### src/pkg/qcti_pkg.sv
// Constants and types shared by the quadrature counter and timer interrupt block
package qcti_pkg;

    // Bus and datapath widths
    localparam int ADDR_W = 8;
    localparam int DATA_W = 32;
    localparam int CNT_W  = 16;
    localparam int NCH    = 3;
    localparam int NQUAD  = 2;
    localparam int NSRC   = 13;

    // Register byte offsets
    localparam logic [ADDR_W-1:0] OFF_CTRL  = 8'h00;
    localparam logic [ADDR_W-1:0] OFF_STAT0 = 8'h04;
    localparam logic [ADDR_W-1:0] OFF_STAT1 = 8'h08;
    localparam logic [ADDR_W-1:0] OFF_STAT2 = 8'h0C;
    localparam logic [ADDR_W-1:0] OFF_ENA0  = 8'h10;
    localparam logic [ADDR_W-1:0] OFF_ENA1  = 8'h14;
    localparam logic [ADDR_W-1:0] OFF_ENA2  = 8'h18;
    localparam logic [ADDR_W-1:0] OFF_CNT1  = 8'h1C;
    localparam logic [ADDR_W-1:0] OFF_CNT2  = 8'h20;
    localparam logic [ADDR_W-1:0] OFF_STEP  = 8'h04;

    // Status and enable bit positions, identical layout
    localparam int BIT_MA  = 0;
    localparam int BIT_OVF = 4;
    localparam int BIT_UNF = 5;
    localparam int BIT_DIR = 6;
    localparam int BIT_ADT = 7;

    // Implemented sources per channel, channel 0 in the low six bits
    localparam logic [17:0] SRC_MASKS = 18'h33CDF;
    localparam logic [1:0]  ENA_EXTRA = 2'h2;

    // Control register: per quadrature channel an enable and a mode
    localparam int          CTRL_EN_POS   = 0;
    localparam int          CTRL_MODE_POS = 1;
    localparam int          CTRL_STRIDE   = 4;
    localparam logic [7:0]  CTRL_MASK     = 8'h77;

    // Reset values
    localparam logic [7:0]       CTRL_RST = 8'h00;
    localparam logic [7:0]       ENA_RST  = 8'h00;
    localparam logic [5:0]       FLAG_RST = 6'h00;
    localparam logic [CNT_W-1:0] CNT_RST  = 16'h0000;
    localparam logic [CNT_W-1:0] CNT_MAX  = 16'hFFFF;
    localparam logic [CNT_W-1:0] CNT_ONE  = 16'h0001;

    // Phase counting modes
    typedef enum logic [1:0] {
        QCTI_MODE1 = 2'h0,
        QCTI_MODE2 = 2'h1,
        QCTI_MODE3 = 2'h3,
        QCTI_MODE4 = 2'h2
    } qcti_mode_t;

endpackage : qcti_pkg

### src/rtl/qcti_top.sv
// Quadrature decoder for channels 1 and 2 with timer interrupt, DMA and ADC request logic
//
// Added by the designer: the register offsets and register access over Avalon-MM.
`timescale 1ns/1ps
`default_nettype none
// Behaviour
// [RULE_01] Mode 1 counts up on the four forward edge/level pairs of phases A,B or C,D.
// [RULE_02] Mode 1 counts down on the four reverse edge/level pairs.
// [RULE_03] Mode 2 counts only on first-phase fall: up if second high, down if low.
// [RULE_04] Mode 3: up on first-phase fall with second high, down on second fall, first high.
// [RULE_05] Mode 4 counts only on second-phase edges; first-phase edges never count.
// [RULE_06] Match, overflow and underflow sources each own a flag and enable bit.
// [RULE_07] An event sets its flag; request is high while flag and enable are both one.
// [RULE_08] A request is withdrawn by clearing its flag to zero.
// [RULE_09] Fixed priority: match A to D, overflow, underflow; channel 0 highest.
// [RULE_10] Eight match interrupts: four on channel 0, two on channels 1 and 2.
// [RULE_11] Every channel has an overflow request gated by its overflow enable.
// [RULE_12] Only channels 1 and 2 have an underflow request.
// [RULE_13] Only the match-A source of each channel may activate the DMA controller.
// [RULE_14] Match A with converter trigger enabled sends a conversion start request.
// [RULE_15] The converter starts only if it selected the timer trigger.
// [RULE_16] Quadrature only on channels 1 and 2; clear and interrupts stay active.
// [RULE_17] Down-count wrap sets underflow; a readable flag shows the count direction.
// [RULE_18] Software clears a flag read as one by writing zero; DMA service clears it.
// [RULE_19] Phase inputs are synchronised and edges found by comparing successive samples.
module qcti_top
    import qcti_pkg::*;
(
    // Clock and reset
    input  wire logic              clk_sys,
    input  wire logic              rst,
    // Avalon-MM register slave
    input  wire logic [ADDR_W-1:0] address,
    input  wire logic              read,
    input  wire logic              write,
    input  wire logic [DATA_W-1:0] writedata,
    input  wire logic [3:0]        byteenable,
    output logic      [DATA_W-1:0] readdata,
    output logic                   waitrequest,
    // Encoder phase inputs
    input  wire logic              phaseInA,
    input  wire logic              phaseInB,
    input  wire logic              phaseInC,
    input  wire logic              phaseInD,
    // Events from the counter and compare datapath
    input  wire logic [4*NCH-1:0]  matchEvt,
    input  wire logic [NCH-1:0]    ovfEvt,
    input  wire logic [NQUAD-1:0]  unfEvt,
    input  wire logic [NQUAD-1:0]  cntClear,
    input  wire logic [NCH-1:0]    dmaAck,
    // Requests to interrupt, DMA and conversion logic
    output logic      [NSRC-1:0]   irqReq,
    output logic      [3:0]        irqVector,
    output logic                   irq,
    output logic      [NCH-1:0]    dmaReq,
    output logic      [NCH-1:0]    adcStart
);

    logic                   busDone;
    logic                   wrDone;
    logic [7:0]             ctrl;
    logic [3:0]             phSync1;
    logic [3:0]             phSync2;
    logic [3:0]             phPrev;
    logic [CNT_W-1:0]       qCnt   [NQUAD];
    logic [NQUAD-1:0]       qDir;
    logic [NQUAD-1:0]       qOvf;
    logic [NQUAD-1:0]       qUnf;
    logic [5:0]             flag   [NCH];
    logic [5:0]             seen   [NCH];
    logic [5:0]             setv   [NCH];
    logic [5:0]             reqNow [NCH];
    logic [7:0]             ena    [NCH];
    logic [NSRC-1:0]        reqFlat;
    logic [DATA_W-1:0]      next_readdata;

    // One wait cycle for every access; completion is the edge with wait low
    assign busDone = (read || write) && !waitrequest;
    assign wrDone  = write && !waitrequest && byteenable[0];

    always_ff @(posedge clk_sys or posedge rst) begin
        if (rst) begin
            waitrequest <= 1'b1;
        end else if (!waitrequest) begin
            waitrequest <= 1'b1;
        end else if (read || write) begin
            waitrequest <= 1'b0;
        end
    end

    always_comb begin
        next_readdata = '0;
        if (address == OFF_CTRL) begin
            next_readdata = DATA_W'(ctrl);
        end else if (address == OFF_STAT0) begin
            next_readdata = DATA_W'(flag[0]);
        end else if (address == OFF_STAT1) begin
            next_readdata = DATA_W'({qDir[0], flag[1]}); // RULE_17
        end else if (address == OFF_STAT2) begin
            next_readdata = DATA_W'({qDir[1], flag[2]}); // RULE_17
        end else if (address == OFF_ENA0) begin
            next_readdata = DATA_W'(ena[0]);
        end else if (address == OFF_ENA1) begin
            next_readdata = DATA_W'(ena[1]);
        end else if (address == OFF_ENA2) begin
            next_readdata = DATA_W'(ena[2]);
        end else if (address == OFF_CNT1) begin
            next_readdata = DATA_W'(qCnt[0]);
        end else if (address == OFF_CNT2) begin
            next_readdata = DATA_W'(qCnt[1]);
        end
    end

    // Data is latched with the wait drop so it stands at the completing edge
    always_ff @(posedge clk_sys or posedge rst) begin
        if (rst) begin
            readdata <= '0;
        end else if (read && waitrequest) begin
            readdata <= next_readdata;
        end
    end

    always_ff @(posedge clk_sys or posedge rst) begin
        if (rst) begin
            ctrl <= CTRL_RST;
        end else if (wrDone && address == OFF_CTRL) begin
            ctrl <= writedata[7:0] & CTRL_MASK;
        end
    end

    // Only phSync2 and phPrev feed the edge detectors
    always_ff @(posedge clk_sys or posedge rst) begin
        if (rst) begin
            phSync1 <= 4'h0;
            phSync2 <= 4'h0;
            phPrev  <= 4'h0;
        end else begin
            phSync1 <= {phaseInD, phaseInC, phaseInB, phaseInA}; // RULE_19
            phSync2 <= phSync1;
            phPrev  <= phSync2; // RULE_19
        end
    end

    for (genvar q = 0; q < NQUAD; q++) begin : gen_quad
        logic       quadEn;
        logic       lvlA;
        logic       lvlB;
        logic       riseA;
        logic       fallA;
        logic       riseB;
        logic       fallB;
        logic       up;
        logic       dn;
        qcti_mode_t mode;

        assign quadEn = ctrl[CTRL_EN_POS + CTRL_STRIDE*q]; // RULE_16
        assign mode   = qcti_mode_t'(ctrl[CTRL_MODE_POS + CTRL_STRIDE*q +: 2]);
        assign lvlA   = phSync2[2*q];
        assign lvlB   = phSync2[2*q+1];
        assign riseA  = lvlA && !phPrev[2*q];
        assign fallA  = !lvlA && phPrev[2*q];
        assign riseB  = lvlB && !phPrev[2*q+1];
        assign fallB  = !lvlB && phPrev[2*q+1];

        always_comb begin
            up = 1'b0;
            dn = 1'b0;
            case (mode)
                QCTI_MODE1: begin
                    up = (riseB && lvlA) || (fallB && !lvlA)
                      || (riseA && !lvlB) || (fallA && lvlB); // RULE_01
                    dn = (fallB && lvlA) || (riseB && !lvlA)
                      || (riseA && lvlB) || (fallA && !lvlB); // RULE_02
                end
                QCTI_MODE2: begin
                    up = fallA && lvlB; // RULE_03
                    dn = fallA && !lvlB; // RULE_03
                end
                QCTI_MODE3: begin
                    up = fallA && lvlB; // RULE_04
                    dn = fallB && lvlA; // RULE_04
                end
                default: begin
                    up = (riseB && lvlA) || (fallB && !lvlA); // RULE_05
                    dn = (fallB && lvlA) || (riseB && !lvlA); // RULE_05
                end
            endcase
        end

        // A clear in the same cycle hides the wrap, so no flag is set
        assign qOvf[q] = quadEn && up && !cntClear[q] && qCnt[q] == CNT_MAX;
        assign qUnf[q] = quadEn && dn && !cntClear[q] && qCnt[q] == CNT_RST;

        always_ff @(posedge clk_sys or posedge rst) begin
            if (rst) begin
                qCnt[q] <= CNT_RST;
                qDir[q] <= 1'b1;
            end else if (cntClear[q]) begin
                qCnt[q] <= CNT_RST; // RULE_16
            end else if (quadEn && up) begin
                qCnt[q] <= qCnt[q] + CNT_ONE;
                qDir[q] <= 1'b1; // RULE_17
            end else if (quadEn && dn) begin
                qCnt[q] <= qCnt[q] - CNT_ONE;
                qDir[q] <= 1'b0; // RULE_17
            end
        end

    end

    for (genvar c = 0; c < NCH; c++) begin : gen_ch
        localparam logic [5:0] MASK = SRC_MASKS[6*c +: 6];
        localparam logic [7:0] EMASK = {ENA_EXTRA, MASK};
        localparam logic [ADDR_W-1:0] A_STAT =
            OFF_STAT0 + ADDR_W'(c) * OFF_STEP;
        localparam logic [ADDR_W-1:0] A_ENA =
            OFF_ENA0 + ADDR_W'(c) * OFF_STEP;
        logic       ovfE;
        logic       unfE;
        logic [5:0] cpuClr;
        logic [5:0] dmaClr;

        if (c == 0) begin : gen_plain
            assign ovfE = ovfEvt[0];
            assign unfE = 1'b0; // RULE_12
        end else begin : gen_quadsrc
            assign ovfE = ovfEvt[c] || qOvf[c-1]; // RULE_11
            assign unfE = unfEvt[c-1] || qUnf[c-1]; // RULE_12
        end

        assign setv[c] = {unfE, ovfE, matchEvt[4*c +: 4]} & MASK; // RULE_10
        // Only bits that were returned as one may be cleared by a zero
        assign cpuClr = (wrDone && address == A_STAT)
                      ? (seen[c] & ~writedata[5:0]) : 6'h00; // RULE_18
        assign dmaClr = {5'h00, dmaAck[c]}; // RULE_18
        assign reqNow[c] = flag[c] & ena[c][5:0]; // RULE_07

        // Set beats clear so an event in the clearing cycle survives
        always_ff @(posedge clk_sys or posedge rst) begin
            if (rst) begin
                flag[c] <= FLAG_RST;
            end else begin
                flag[c] <= ((flag[c] & ~(cpuClr | dmaClr)) | setv[c]) & MASK; // RULE_06
            end
        end

        always_ff @(posedge clk_sys or posedge rst) begin
            if (rst) begin
                seen[c] <= FLAG_RST;
            end else if (read && waitrequest && address == A_STAT) begin
                seen[c] <= flag[c]; // RULE_18
            end else if (write && busDone && address == A_STAT) begin
                seen[c] <= FLAG_RST;
            end
        end

        always_ff @(posedge clk_sys or posedge rst) begin
            if (rst) begin
                ena[c] <= ENA_RST;
            end else if (wrDone && address == A_ENA) begin
                ena[c] <= writedata[7:0] & EMASK; // RULE_06
            end
        end

        always_ff @(posedge clk_sys or posedge rst) begin
            if (rst) begin
                dmaReq[c]   <= 1'b0;
                adcStart[c] <= 1'b0;
            end else begin
                dmaReq[c]   <= reqNow[c][BIT_MA]; // RULE_13
                adcStart[c] <= setv[c][BIT_MA] && ena[c][BIT_ADT]; // RULE_14
            end
        end

    end

    // Flat source order is the fixed priority order, index 0 highest
    assign reqFlat = {reqNow[2][5:4], reqNow[2][1:0],
                      reqNow[1][5:4], reqNow[1][1:0],
                      reqNow[0][4:0]}; // RULE_09

    function automatic logic [3:0] qcti_prio(input logic [NSRC-1:0] req);
        logic [3:0] idx;
        idx = 4'h0;
        for (int i = NSRC - 1; i >= 0; i--) begin
            if (req[i]) begin
                idx = 4'(i);
            end
        end
        return idx;
    endfunction

    always_ff @(posedge clk_sys or posedge rst) begin
        if (rst) begin
            irqReq    <= '0;
            irq       <= 1'b0;
            irqVector <= 4'h0;
        end else begin
            irqReq    <= reqFlat; // RULE_07
            irq       <= |reqFlat; // RULE_08
            irqVector <= qcti_prio(reqFlat); // RULE_09
        end
    end
endmodule // qcti_top
`default_nettype wire

### config.mk
export PLATFORM = sky130hd
export DESIGN_NAME = qcti_top
export DESIGN_NICKNAME = d
export VERILOG_FILES = /design/src/pkg/qcti_pkg.sv /design/src/rtl/qcti_top.sv
export SDC_FILE = /design/constraint.sdc
export NUM_CORES = 1
export LEC_CHECK = 0
export BUFFER_PORTS_ARGS = -buffer_cell sky130_fd_sc_hd__buf_2
export CAP_MARGIN = 0
export CORE_ASPECT_RATIO = 2
export CORE_MARGIN = 2
export CORE_UTILIZATION = 41
export CTS_BUF_LIST = sky130_fd_sc_hd__clkbuf_8
export DETAILED_ROUTE_END_ITERATION = 7
export MAX_ROUTING_LAYER = met4
export SYNTH_ARGS = -nofsm -noshare
export SYNTH_HDL_FRONTEND = slang
export SYNTH_SLANG_ARGS = --single-unit
### constraint.sdc
create_clock -name clk_sys -period 4.5 [get_ports clk_sys]
set_clock_uncertainty 0.05 [all_clocks]
set_input_delay 0.45 -clock clk_sys [delete_from_list [all_inputs] [get_ports clk_sys]]
set_output_delay 0.45 -clock clk_sys [all_outputs]
set_load 0.005 [all_outputs]
==> results_dict.tcl, run 1 <==
set metrics [dict create \
    areaGrowthSynthToFinish_pct 13.8 \
    r2r_slack_ns 0.55 \
    maxCapViolCount 0 \
    syn-cell-area_um2 7540 \
    clk_latency_ns 0.46 \
    layout-drive-gt1-share_pct 20.8 \
    report.power.total_uw 2730 \
    synthMuxAreaShare_pct 7.31 \
    drt-met1-wl_mm 7.44 \
    reg2reg_from "ctrl[2]" \
    cts_setup_buffers 0 \
    start_util_pct 41.6 \
    crit_fanout 9 \
    antenna_found_initial 0 \
    cp-start-kind "flop" \
    slowest_stage "or4b_2" \
    portBuffers 83 \
    synth_adder_area_share_pct 5.84 \
    yosysMostFrequentCell "dfrtp_1" \
    cts_sinks 132 \
    tightest_slew_ns 1.00 \
    setup.worst_path.end "qCnt[26]" \
    wl_per_cell_um 19.9 \
    cts_tree "built" \
    drc 0 \
    dp_hpwl_mm 16.0 \
    io_pins 131 \
    grt-ovfl-total 0 \
    synthSimpleGateAreaFrac_pct 16.5 \
    synth_top_cells_by_area "dfrtp_1 43%, ha_1 5.3%, mux2_2 4.3%, a22o_1 3.6%, nand2_1 2.9%" \
    diodes 0 \
    worstPathArrival_ns 4.25 \
    end_kind "flop" \
    cts_max_level 4 \
    ys_ff_latch 132 \
    violations "hold timing" \
    synthFlopType "dfrtp_1" \
    finalSetupTns_ns 0 \
    slew-limit-headroom_pct 32.6 \
    reg2regPathDepth 12 \
    cts_root_buffer "clkbuf_8" \
    cp-startpoint "ctrl[2]" \
    cp_cell_sequence "o21ai_0 > and4b_1 > nor3_1 > nand2b_1 > inv_1 > fa_1 > nand3b_1 > a21bo_2 > a21oi_1 > a31oi_1 > or4b_2 > o311ai_0" \
    vias 6178 \
    drv_slew 0 \
    async_flop_share_pct 100 \
    yosys.area.top_type_share_pct 42.8 \
    setup_violations 0 \
    vias_per_cell 5.80 \
    fin_nets 945 \
    dr.pass1.iters 5 \
    synth_cells 756 \
    hold_slack_ns -0.00870 \
    yosysSeqAreaShare_pct 43.8 \
    post-route-period-util_pct 87.9 \
    critPathKind "flop to flop" \
    fmax_mhz 253 \
    synth_compound_area_share_pct 18.7 \
    fin_crit_ns 3.95 \
    power_per_cell_area_nw_per_um2 318 \
    grt_max_degree 63 \
    ir_worst_vdd_uv 158 \
    finalHoldViolCount 3 \
    p_leak_uw 0.00405 \
    clk_pin_slew_ns 0.08 \
    status "finished with violations" \
    wl_met2_mm 12.0 \
    grt_pass1_wl_mm 33.7 \
    rsz0062_at_grt "false" \
    cts-buffers-inserted 17 \
    ant_nets 0 \
    cp_slowest_stage_delay_ns 0.62 \
    synth-edff-count 0 \
    die_h_um 196 \
    top_layer "met4" \
    yosys.area.top_type "dfrtp_1" \
    ctsHoldBuffers 0 \
    drt-initial-drc-count 291 \
    clock_path_buffers 2 \
    cpLargestDelayFamily "simple AND/OR/NAND/NOR gates" \
    synth_warnings 0 \
    design.core.area_um2 18100 \
    avgSynthCellArea_um2 9.98 \
    ys_top_cells_by_count "129 x dfrtp_1, 58 x nand2_1, 49 x nor2_1" \
    cts_resized 0 \
    place.gp.congestion 0.923 \
    ys_types 76 \
    worst-path-buf-inv 1 \
    hold_path_class "input pin to async pin" \
    synth_top_family_by_area "compound AO/OA/AOI/OAI gates" \
    dr_wl_met3_um 670 \
    r2r_end "qCnt[26]" \
    die_w_um 99.9 \
    wl_mm 21.2 \
    placementRows 70 \
    cp.required_ns 4.79 \
    grtUsageTotal_pct 23.2 \
    grt_pass1_vias 6260 \
    design.die.area_um2 19600 \
    synthXorXnorAreaFrac_pct 2.32 \
    cp.depth 12 \
]
worst min path at each step:
stage,endpoint,depth (start not counted)
floorplan,phSync2[0],0
global placement,phSync2[1],0
detailed placement,phSync2[2],0
CTS,qCnt[22],2
global route,phSync1[1],1
finish,flag[7],2
stage by stage:
step | worst slack (ns) | cells | utilization (%) | instance area [um^2]
floorplan | 0.479 | 771 | - | 7600
global route | 0.285 | 1066 | 47.3 | 8580
CTS | 0.535 | 1066 | 47.3 | 8580
finish | 0.546 | 1066 | 47.3 | 8580
global placement | 0.642 | 1034 | 44.7 | 8100
detailed placement | 0.542 | 1034 | 44.7 | 8100
worst reg2reg max path: cells and delay by family (launching register included):
family	cells	cell delay [ns]
flops	1	0.56
compound gates	5	0.97
simple gates	5	1.76
buf+inv	1	0.11
fa+ha+maj	1	0.40
final cells by class:
type,instances,area (um^2)
Clock buffer,18,248
Clock inverter,14,233
Fill cell,1767,9550
Inverter,41,159
Multi-Input combinational cell,553,3880
Sequential cell,132,3310
Tap cell,216,270
Timing Repair Buffer,92,483
where the power goes:
| part | internal, uW | total, uW | switching (uW) |
|---|---|---|---|
| clock | 727 | 1230 | 504 |
| sequential | 1210 | 1240 | 30.0 |
| combinational | 98.7 | 252 | 153 |
metal layers:
metal | GRT usage, % | up-vias
met1 | 22.5 | 3015
met5 | - | -
li1 | - | 2932
met3 | 3.67 | 67
met4 | 12.8 | 0
met2 | 42.8 | 164
sequential cells by signal, indices dropped and copies added (netlist names), 4 cells and up:
name	flops
phPrev	4
flag	13
readdata	16
ena	16
phSync1	4
qCnt	32
phSync2	4
seen	13
ctrl	6
irqVector	4
irqReq	13
kinds of logic (layout without fill, tap and decap cells):
group | count (synthesis) | after routing
other | 1 | 16
xor gates and xnor gates | 20 | 20
DFF | 132 | 132
muxes | 49 | 49
buffers and inverters | 86 | 165
and+or+nand+nor | 231 | 231
adders and majority gates | 34 | 34
AOI/OAI and AO/OA | 203 | 203
layout by cell type, fill, tap and decap left out, types with 11 or more instances in the layout:
master,netlist,layout
a21o_1,14,14
nor3_1,13,13
conb_1,1,16
nor4_1,11,11
o21ai_0,41,41
nor2_1,49,49
mux2i_1,18,18
xnor2_1,15,15
a21oi_1,35,35
a211oi_1,12,12
a22o_1,31,31
nand3b_1,12,12
mux2_2,29,29
nand2_1,58,58
nand3_1,14,14
dfrtp_1,129,129
clkbuf_8,0,18
buf_2,2,83
nand4_1,13,13
ha_1,32,32
inv_1,40,40
Power figures use the tool's default switching activity.
==> run 2: changes to the inputs <==
--- a/config.mk
+++ b/config.mk
@@ -7,12 +7,12 @@
 export LEC_CHECK = 0
 export BUFFER_PORTS_ARGS = -buffer_cell sky130_fd_sc_hd__buf_2
 export CAP_MARGIN = 0
-export CORE_ASPECT_RATIO = 2
 export CORE_MARGIN = 2
 export CORE_UTILIZATION = 41
 export CTS_BUF_LIST = sky130_fd_sc_hd__clkbuf_8
 export DETAILED_ROUTE_END_ITERATION = 7
 export MAX_ROUTING_LAYER = met4
+export PLACE_DENSITY = 0.66
 export SYNTH_ARGS = -nofsm -noshare
 export SYNTH_HDL_FRONTEND = slang
 export SYNTH_SLANG_ARGS = --single-unit
==> constraint.sdc (replaced) <==
create_clock -name clk_sys -period 4.55 [get_ports clk_sys]
set_clock_uncertainty 0.05 [all_clocks]
set_input_delay 0.455 -clock clk_sys [delete_from_list [all_inputs] [get_ports clk_sys]]
set_output_delay 0.455 -clock clk_sys [all_outputs]
set_load 0.005 [all_outputs]
==> run 2 against run 1 <==
Effect of this change: the run now ends clean; count of clock-buffer cells in the layout grew 1; worst hold slack gained 0.062 ns; die area shrank 0.34%; setup slack gained 0.012 ns; critical path type unchanged; largest cell class unchanged; largest power group unchanged.
==> results_dict.tcl, run 2 (synthesis results as in run 1) <==
set metrics [dict create \
    min_from "phaseInB" \
    finalSetupTns_ns 0 \
    drv_slew 0 \
    design.core.area_um2 18000 \
    finalHoldViolCount 0 \
    cts_sinks 132 \
    grtUsageTotal_pct 20.5 \
    end_kind "flop" \
    cts_tree "built" \
    clock_path_buffers 2 \
    setup_violations 0 \
    grt_max_degree 105 \
    ctsHoldBuffers 0 \
    grt-ovfl-total 0 \
    ir_worst_vdd_uv 187 \
    fin_crit_ns 3.99 \
    drt-initial-drc-count 461 \
    final_cell_mix "129 x dfrtp_1, 83 x buf_2, 58 x nand2_1" \
    cts_resized 0 \
    largest_reg_flops 32 \
    cp-start-kind "flop" \
    dp_hpwl_mm 14.0 \
    clk_latency_ns 0.45 \
    place.gp.congestion 0.902 \
    placementRows 49 \
    rsz0062_at_grt "false" \
    power_per_cell_area_nw_per_um2 293 \
    post-route-period-util_pct 87.7 \
    layout-drive-gt1-share_pct 20.6 \
    vias_per_cell 5.75 \
    cts-buffers-inserted 17 \
    start_util_pct 41.9 \
    die_w_um 140 \
    ant_nets 0 \
    hold_path_class "input pin to flop" \
    portBuffers 83 \
    maxCapViolCount 0 \
    cp-startpoint "ctrl[6]" \
    report.power.total_uw 2490 \
    status "complete, no violations" \
    post-route-util_pct 47.2 \
    crit_fanout 16 \
    final_common_cell "dfrtp_1" \
    cts_max_level 4 \
    p_leak_uw 0.00399 \
    vias 6188 \
    fillers 1714 \
    antenna_found_initial 1 \
    cp.required_ns 4.84 \
    wl_mm 19.1 \
    cts_root_buffer "clkbuf_8" \
    tightest_slew_ns 1.27 \
    design.die.area_um2 19500 \
    areaGrowthSynthToFinish_pct 12.7 \
    top_register "qCnt" \
    grt_pass1_vias 5840 \
    hold_slack_ns 0.0532 \
    fmax_mhz 251 \
    grt_pass1_wl_mm 30.8 \
    drc 0 \
    dr.pass1.iters 5 \
    place_inst 1043 \
    wl_per_cell_um 17.7 \
    reg.largest.list "qCnt x32, ena x16, readdata x16" \
    worstPathArrival_ns 4.28 \
    critPathKind "flop to flop" \
    io_pins 131 \
    reg2reg_from "ctrl[6]" \
    slew-limit-headroom_pct 15.1 \
    final_cells 1077 \
    clk_pin_slew_ns 0.08 \
    die_h_um 140 \
    cts_setup_buffers 0 \
    fin_nets 941 \
]
run 2: cell count changes in the layout (fill, tap and decap cells not counted):
cell,change
buf_4,-4
bufinv_16,-4
inv_6,+4
diode_2,+2
clkbuf_8,+1
clkinv_2,-1
clkinv_4,+1
inv_1,-1
run 2: final timing paths:
path,to,slack (ns),cells past startpoint
setup / recovery,qCnt[15],0.56,12
hold / removal,phSync1[1],0.05,1
setup reg to reg,qCnt[15],0.56,12
hold reg to reg,phSync2[1],0.31,0
max in group asynchronous,readdata[8],3.37,3
min in group asynchronous,phSync2[2],0.14,2
run 2: critical path, stage by stage, from the launching register on:
cell,delay [ns]
dfrtp_1,0.47
o21ai_0,0.16
and4b_1,0.21
nor3_1,0.45
nor2_1,0.20
inv_1,0.47
ha_1,0.35
a211oi_1,0.28
o21ai_0,0.27
a31o_2,0.30
nand2_1,0.08
mux2i_1,0.23
mux2_2,0.35
run 2: cell type report:
cell class	count	area, um^2	area share (%)
clock inverter	13	148	1.74
sequential	132	3310	38.9
inverter	41	159	1.87
tap	229	287	3.37
antenna	2	5.00	0.0588
clock buffer	19	262	3.07
timing repair buffer	88	453	5.33
multi-input combinational	553	3880	45.7
run 2: stage by stage:
step	worst slack, ns	instance area, um^2
2_1_floorplan	0.524	7600
3_3_place_gp	0.672	8090
3_5_place_dp	0.625	8090
4_1_cts	0.606	8500
5_1_grt	0.200	8500
6_report	0.558	8500
run 2: power breakdown:
group,switching (uW),internal [uW],leakage (uW),total [uW]
clock network,496,523,0.000196,1020
registers,28.7,1200,0.00169,1230
logic,147,95.8,0.00210,243
total,672,1820,0.00399,2490
run 2: routing by layer:
metal  vias up  track usage, %  part of all wire [%]
li1       2937               -                     -
met1      3043            27.0                    45
met2       177            31.3                    47
met3        31            4.68                   5.5
met4         0            6.79                   1.9
met5         -               -                     0
==> run 3: changes to the inputs <==
--- a/config.mk
+++ b/config.mk
@@ -11,7 +11,6 @@
 export CORE_UTILIZATION = 41
 export CTS_BUF_LIST = sky130_fd_sc_hd__clkbuf_8
 export DETAILED_ROUTE_END_ITERATION = 7
-export MAX_ROUTING_LAYER = met4
 export PLACE_DENSITY = 0.66
 export SYNTH_ARGS = -nofsm -noshare
 export SYNTH_HDL_FRONTEND = slang
==> run 3 against run 2 <==
Effect of this change: utilization is essentially flat; non-clock buffer count is the same; final cell count shrank 0.19%; clock power is essentially flat; global-route usage shrank 0.64 points; largest cell class unchanged.
==> results_dict.tcl, run 3 (synthesis results as in run 1) <==
set metrics [dict create \
    maxCapViolCount 0 \
    start_util_pct 41.9 \
    wl_mm 18.9 \
    hold_path_class "input pin to flop" \
    worstPathArrival_ns 4.24 \
    vias 6135 \
    grtUsageTotal_pct 19.8 \
    portBuffers 83 \
    grt-ovfl-total 0 \
    cts_resized 0 \
    cp-start-kind "flop" \
    drv_slew 0 \
    antenna_found_initial 1 \
    r2r_end "qCnt[15]" \
    fin_nets 941 \
    slowest_stage "dfrtp_1" \
    grt_pass1_vias 5845 \
    drc 0 \
    top_register "qCnt" \
    design.die.area_um2 19500 \
    slew-limit-headroom_pct 14.8 \
    status "complete, no violations" \
    die_w_um 140 \
    clock_path_buffers 2 \
    finalHoldViolCount 0 \
    cts_root_buffer "clkbuf_8" \
    finalSetupTns_ns 0 \
    fillers 1715 \
    areaGrowthSynthToFinish_pct 12.7 \
    ant_nets 0 \
    end_kind "flop" \
    hold_depth 1 \
    die_h_um 140 \
    grt_max_degree 105 \
    placementRows 49 \
    cp_slowest_stage_delay_ns 0.47 \
    largest_reg_flops 32 \
    critPathKind "flop to flop" \
    dpl_cell_area_um2 8090 \
    r2r_slack_ns 0.60 \
    post-route-util_pct 47.2 \
    power_per_cell_area_nw_per_um2 293 \
    cts-buffers-inserted 17 \
    dr.pass1.iters 5 \
    rsz0062_at_grt "false" \
    ff_latch_area_um2 3310 \
    place.gp.congestion 0.887 \
    cts_tree "built" \
    cp.required_ns 4.84 \
    io_pins 131 \
    fmax_mhz 253 \
    final_cell_mix "129 x dfrtp_1, 83 x buf_2, 58 x nand2_1" \
    cts_max_level 4 \
    crit_fanout 16 \
    vias_per_cell 5.71 \
    setup_violations 0 \
    cts_sinks 132 \
    tightest_slew_ns 1.28 \
    reg2regPathDepth 12 \
    multiInputGateArea_um2 3880 \
    post-route-period-util_pct 86.9 \
    ir_worst_vdd_uv 187 \
    reg.largest.list "qCnt x32, ena x16, readdata x16" \
    holdPathEnd "phSync1[1]" \
    cts_setup_buffers 0 \
    clk_latency_ns 0.45 \
    drt-initial-drc-count 487 \
    design_area_um2 8500 \
    layout-drive-gt1-share_pct 20.6 \
    min_from "phaseInB" \
    design.core.area_um2 18000 \
    cp_common_cell "o21ai_0" \
    clk_pin_slew_ns 0.08 \
    grt_pass1_wl_mm 30.7 \
    ctsHoldBuffers 0 \
    fin_crit_ns 3.95 \
    diodes 0 \
    cp_cell_sequence "o21ai_0 > and4b_1 > nor3_1 > nor2_1 > inv_1 > ha_1 > a211oi_1 > o21ai_0 > a31o_2 > nand2_1 > mux2i_1 > mux2_2" \
    p_leak_uw 0.00399 \
    reg2reg_from "ctrl[6]" \
    dp_hpwl_mm 14.0 \
    wl_per_cell_um 17.6 \
    final_common_cell "dfrtp_1" \
]
run 3: changes by cell type in the layout (fill, tap and decap cells not counted), sizes merged:
cell | previous run | this run
diode | 2 | 0
run 3: routing by layer:
metal,vias to the layer above,global-route usage [%],routed length (um)
met5,-,0,11
li1,2932,-,-
met1,2996,26.8,8480
met3,32,4.75,1050
met2,173,31.4,8960
met4,2,6.79,389
run 3: area by class of cell:
| cell class | instances | share of cell area, % |
|---|---|---|
| Multi-Input combinational cell | 553 | 45.7 |
| Inverter | 41 | 1.87 |
| Timing Repair Buffer | 88 | 5.33 |
| Clock inverter | 13 | 1.74 |
| Clock buffer | 19 | 3.08 |
| Sequential cell | 132 | 38.9 |
| Tap cell | 229 | 3.37 |
run 3: worst max-delay path, delay by kind of cell, from the launching register on:
| family | cells | cell delay (ns) |
|---|---|---|
| simple gates | 4 | 0.92 |
| mux | 2 | 0.58 |
| buf+inv | 1 | 0.47 |
| flops | 1 | 0.47 |
| compound gates | 4 | 0.99 |
| fa+ha+maj | 1 | 0.35 |
run 3: worst max-delay path by stage:
stage                       start          end  slack (ns)  depth (start not counted)
after CTS                 ctrl[6]     qCnt[15]        0.61                         12
after floorplan               rst  adcStart[0]        0.52                          1
after global placement    ctrl[6]     qCnt[15]        0.67                         12
after detailed placement  ctrl[6]     qCnt[15]        0.63                         12
final                     ctrl[6]     qCnt[15]        0.60                         12
after global routing      ctrl[6]     qCnt[15]        0.20                         12
run 3: per-stage QoR:
| step | hold slack (ns) | std cells | setup slack (ns) | power (uW) |
|---|---|---|---|---|
| 2_1_floorplan | 0.281 | 771 | 0.524 | 1420 |
| 3_3_place_gp | 0.282 | 1043 | 0.672 | 1490 |
| 3_5_place_dp | 0.291 | 1043 | 0.625 | 1500 |
| 4_1_cts | 0.0194 | 1075 | 0.606 | 2520 |
| 5_1_grt | 0.0184 | 1075 | 0.200 | 2600 |
| 6_report | 0.0543 | 1075 | 0.598 | 2490 |
run 3: power by group:
group / switching [uW] / internal (uW)
combinational: 147 / 95.8
clock: 497 / 524
sequential: 28.6 / 1200
total: 672 / 1820
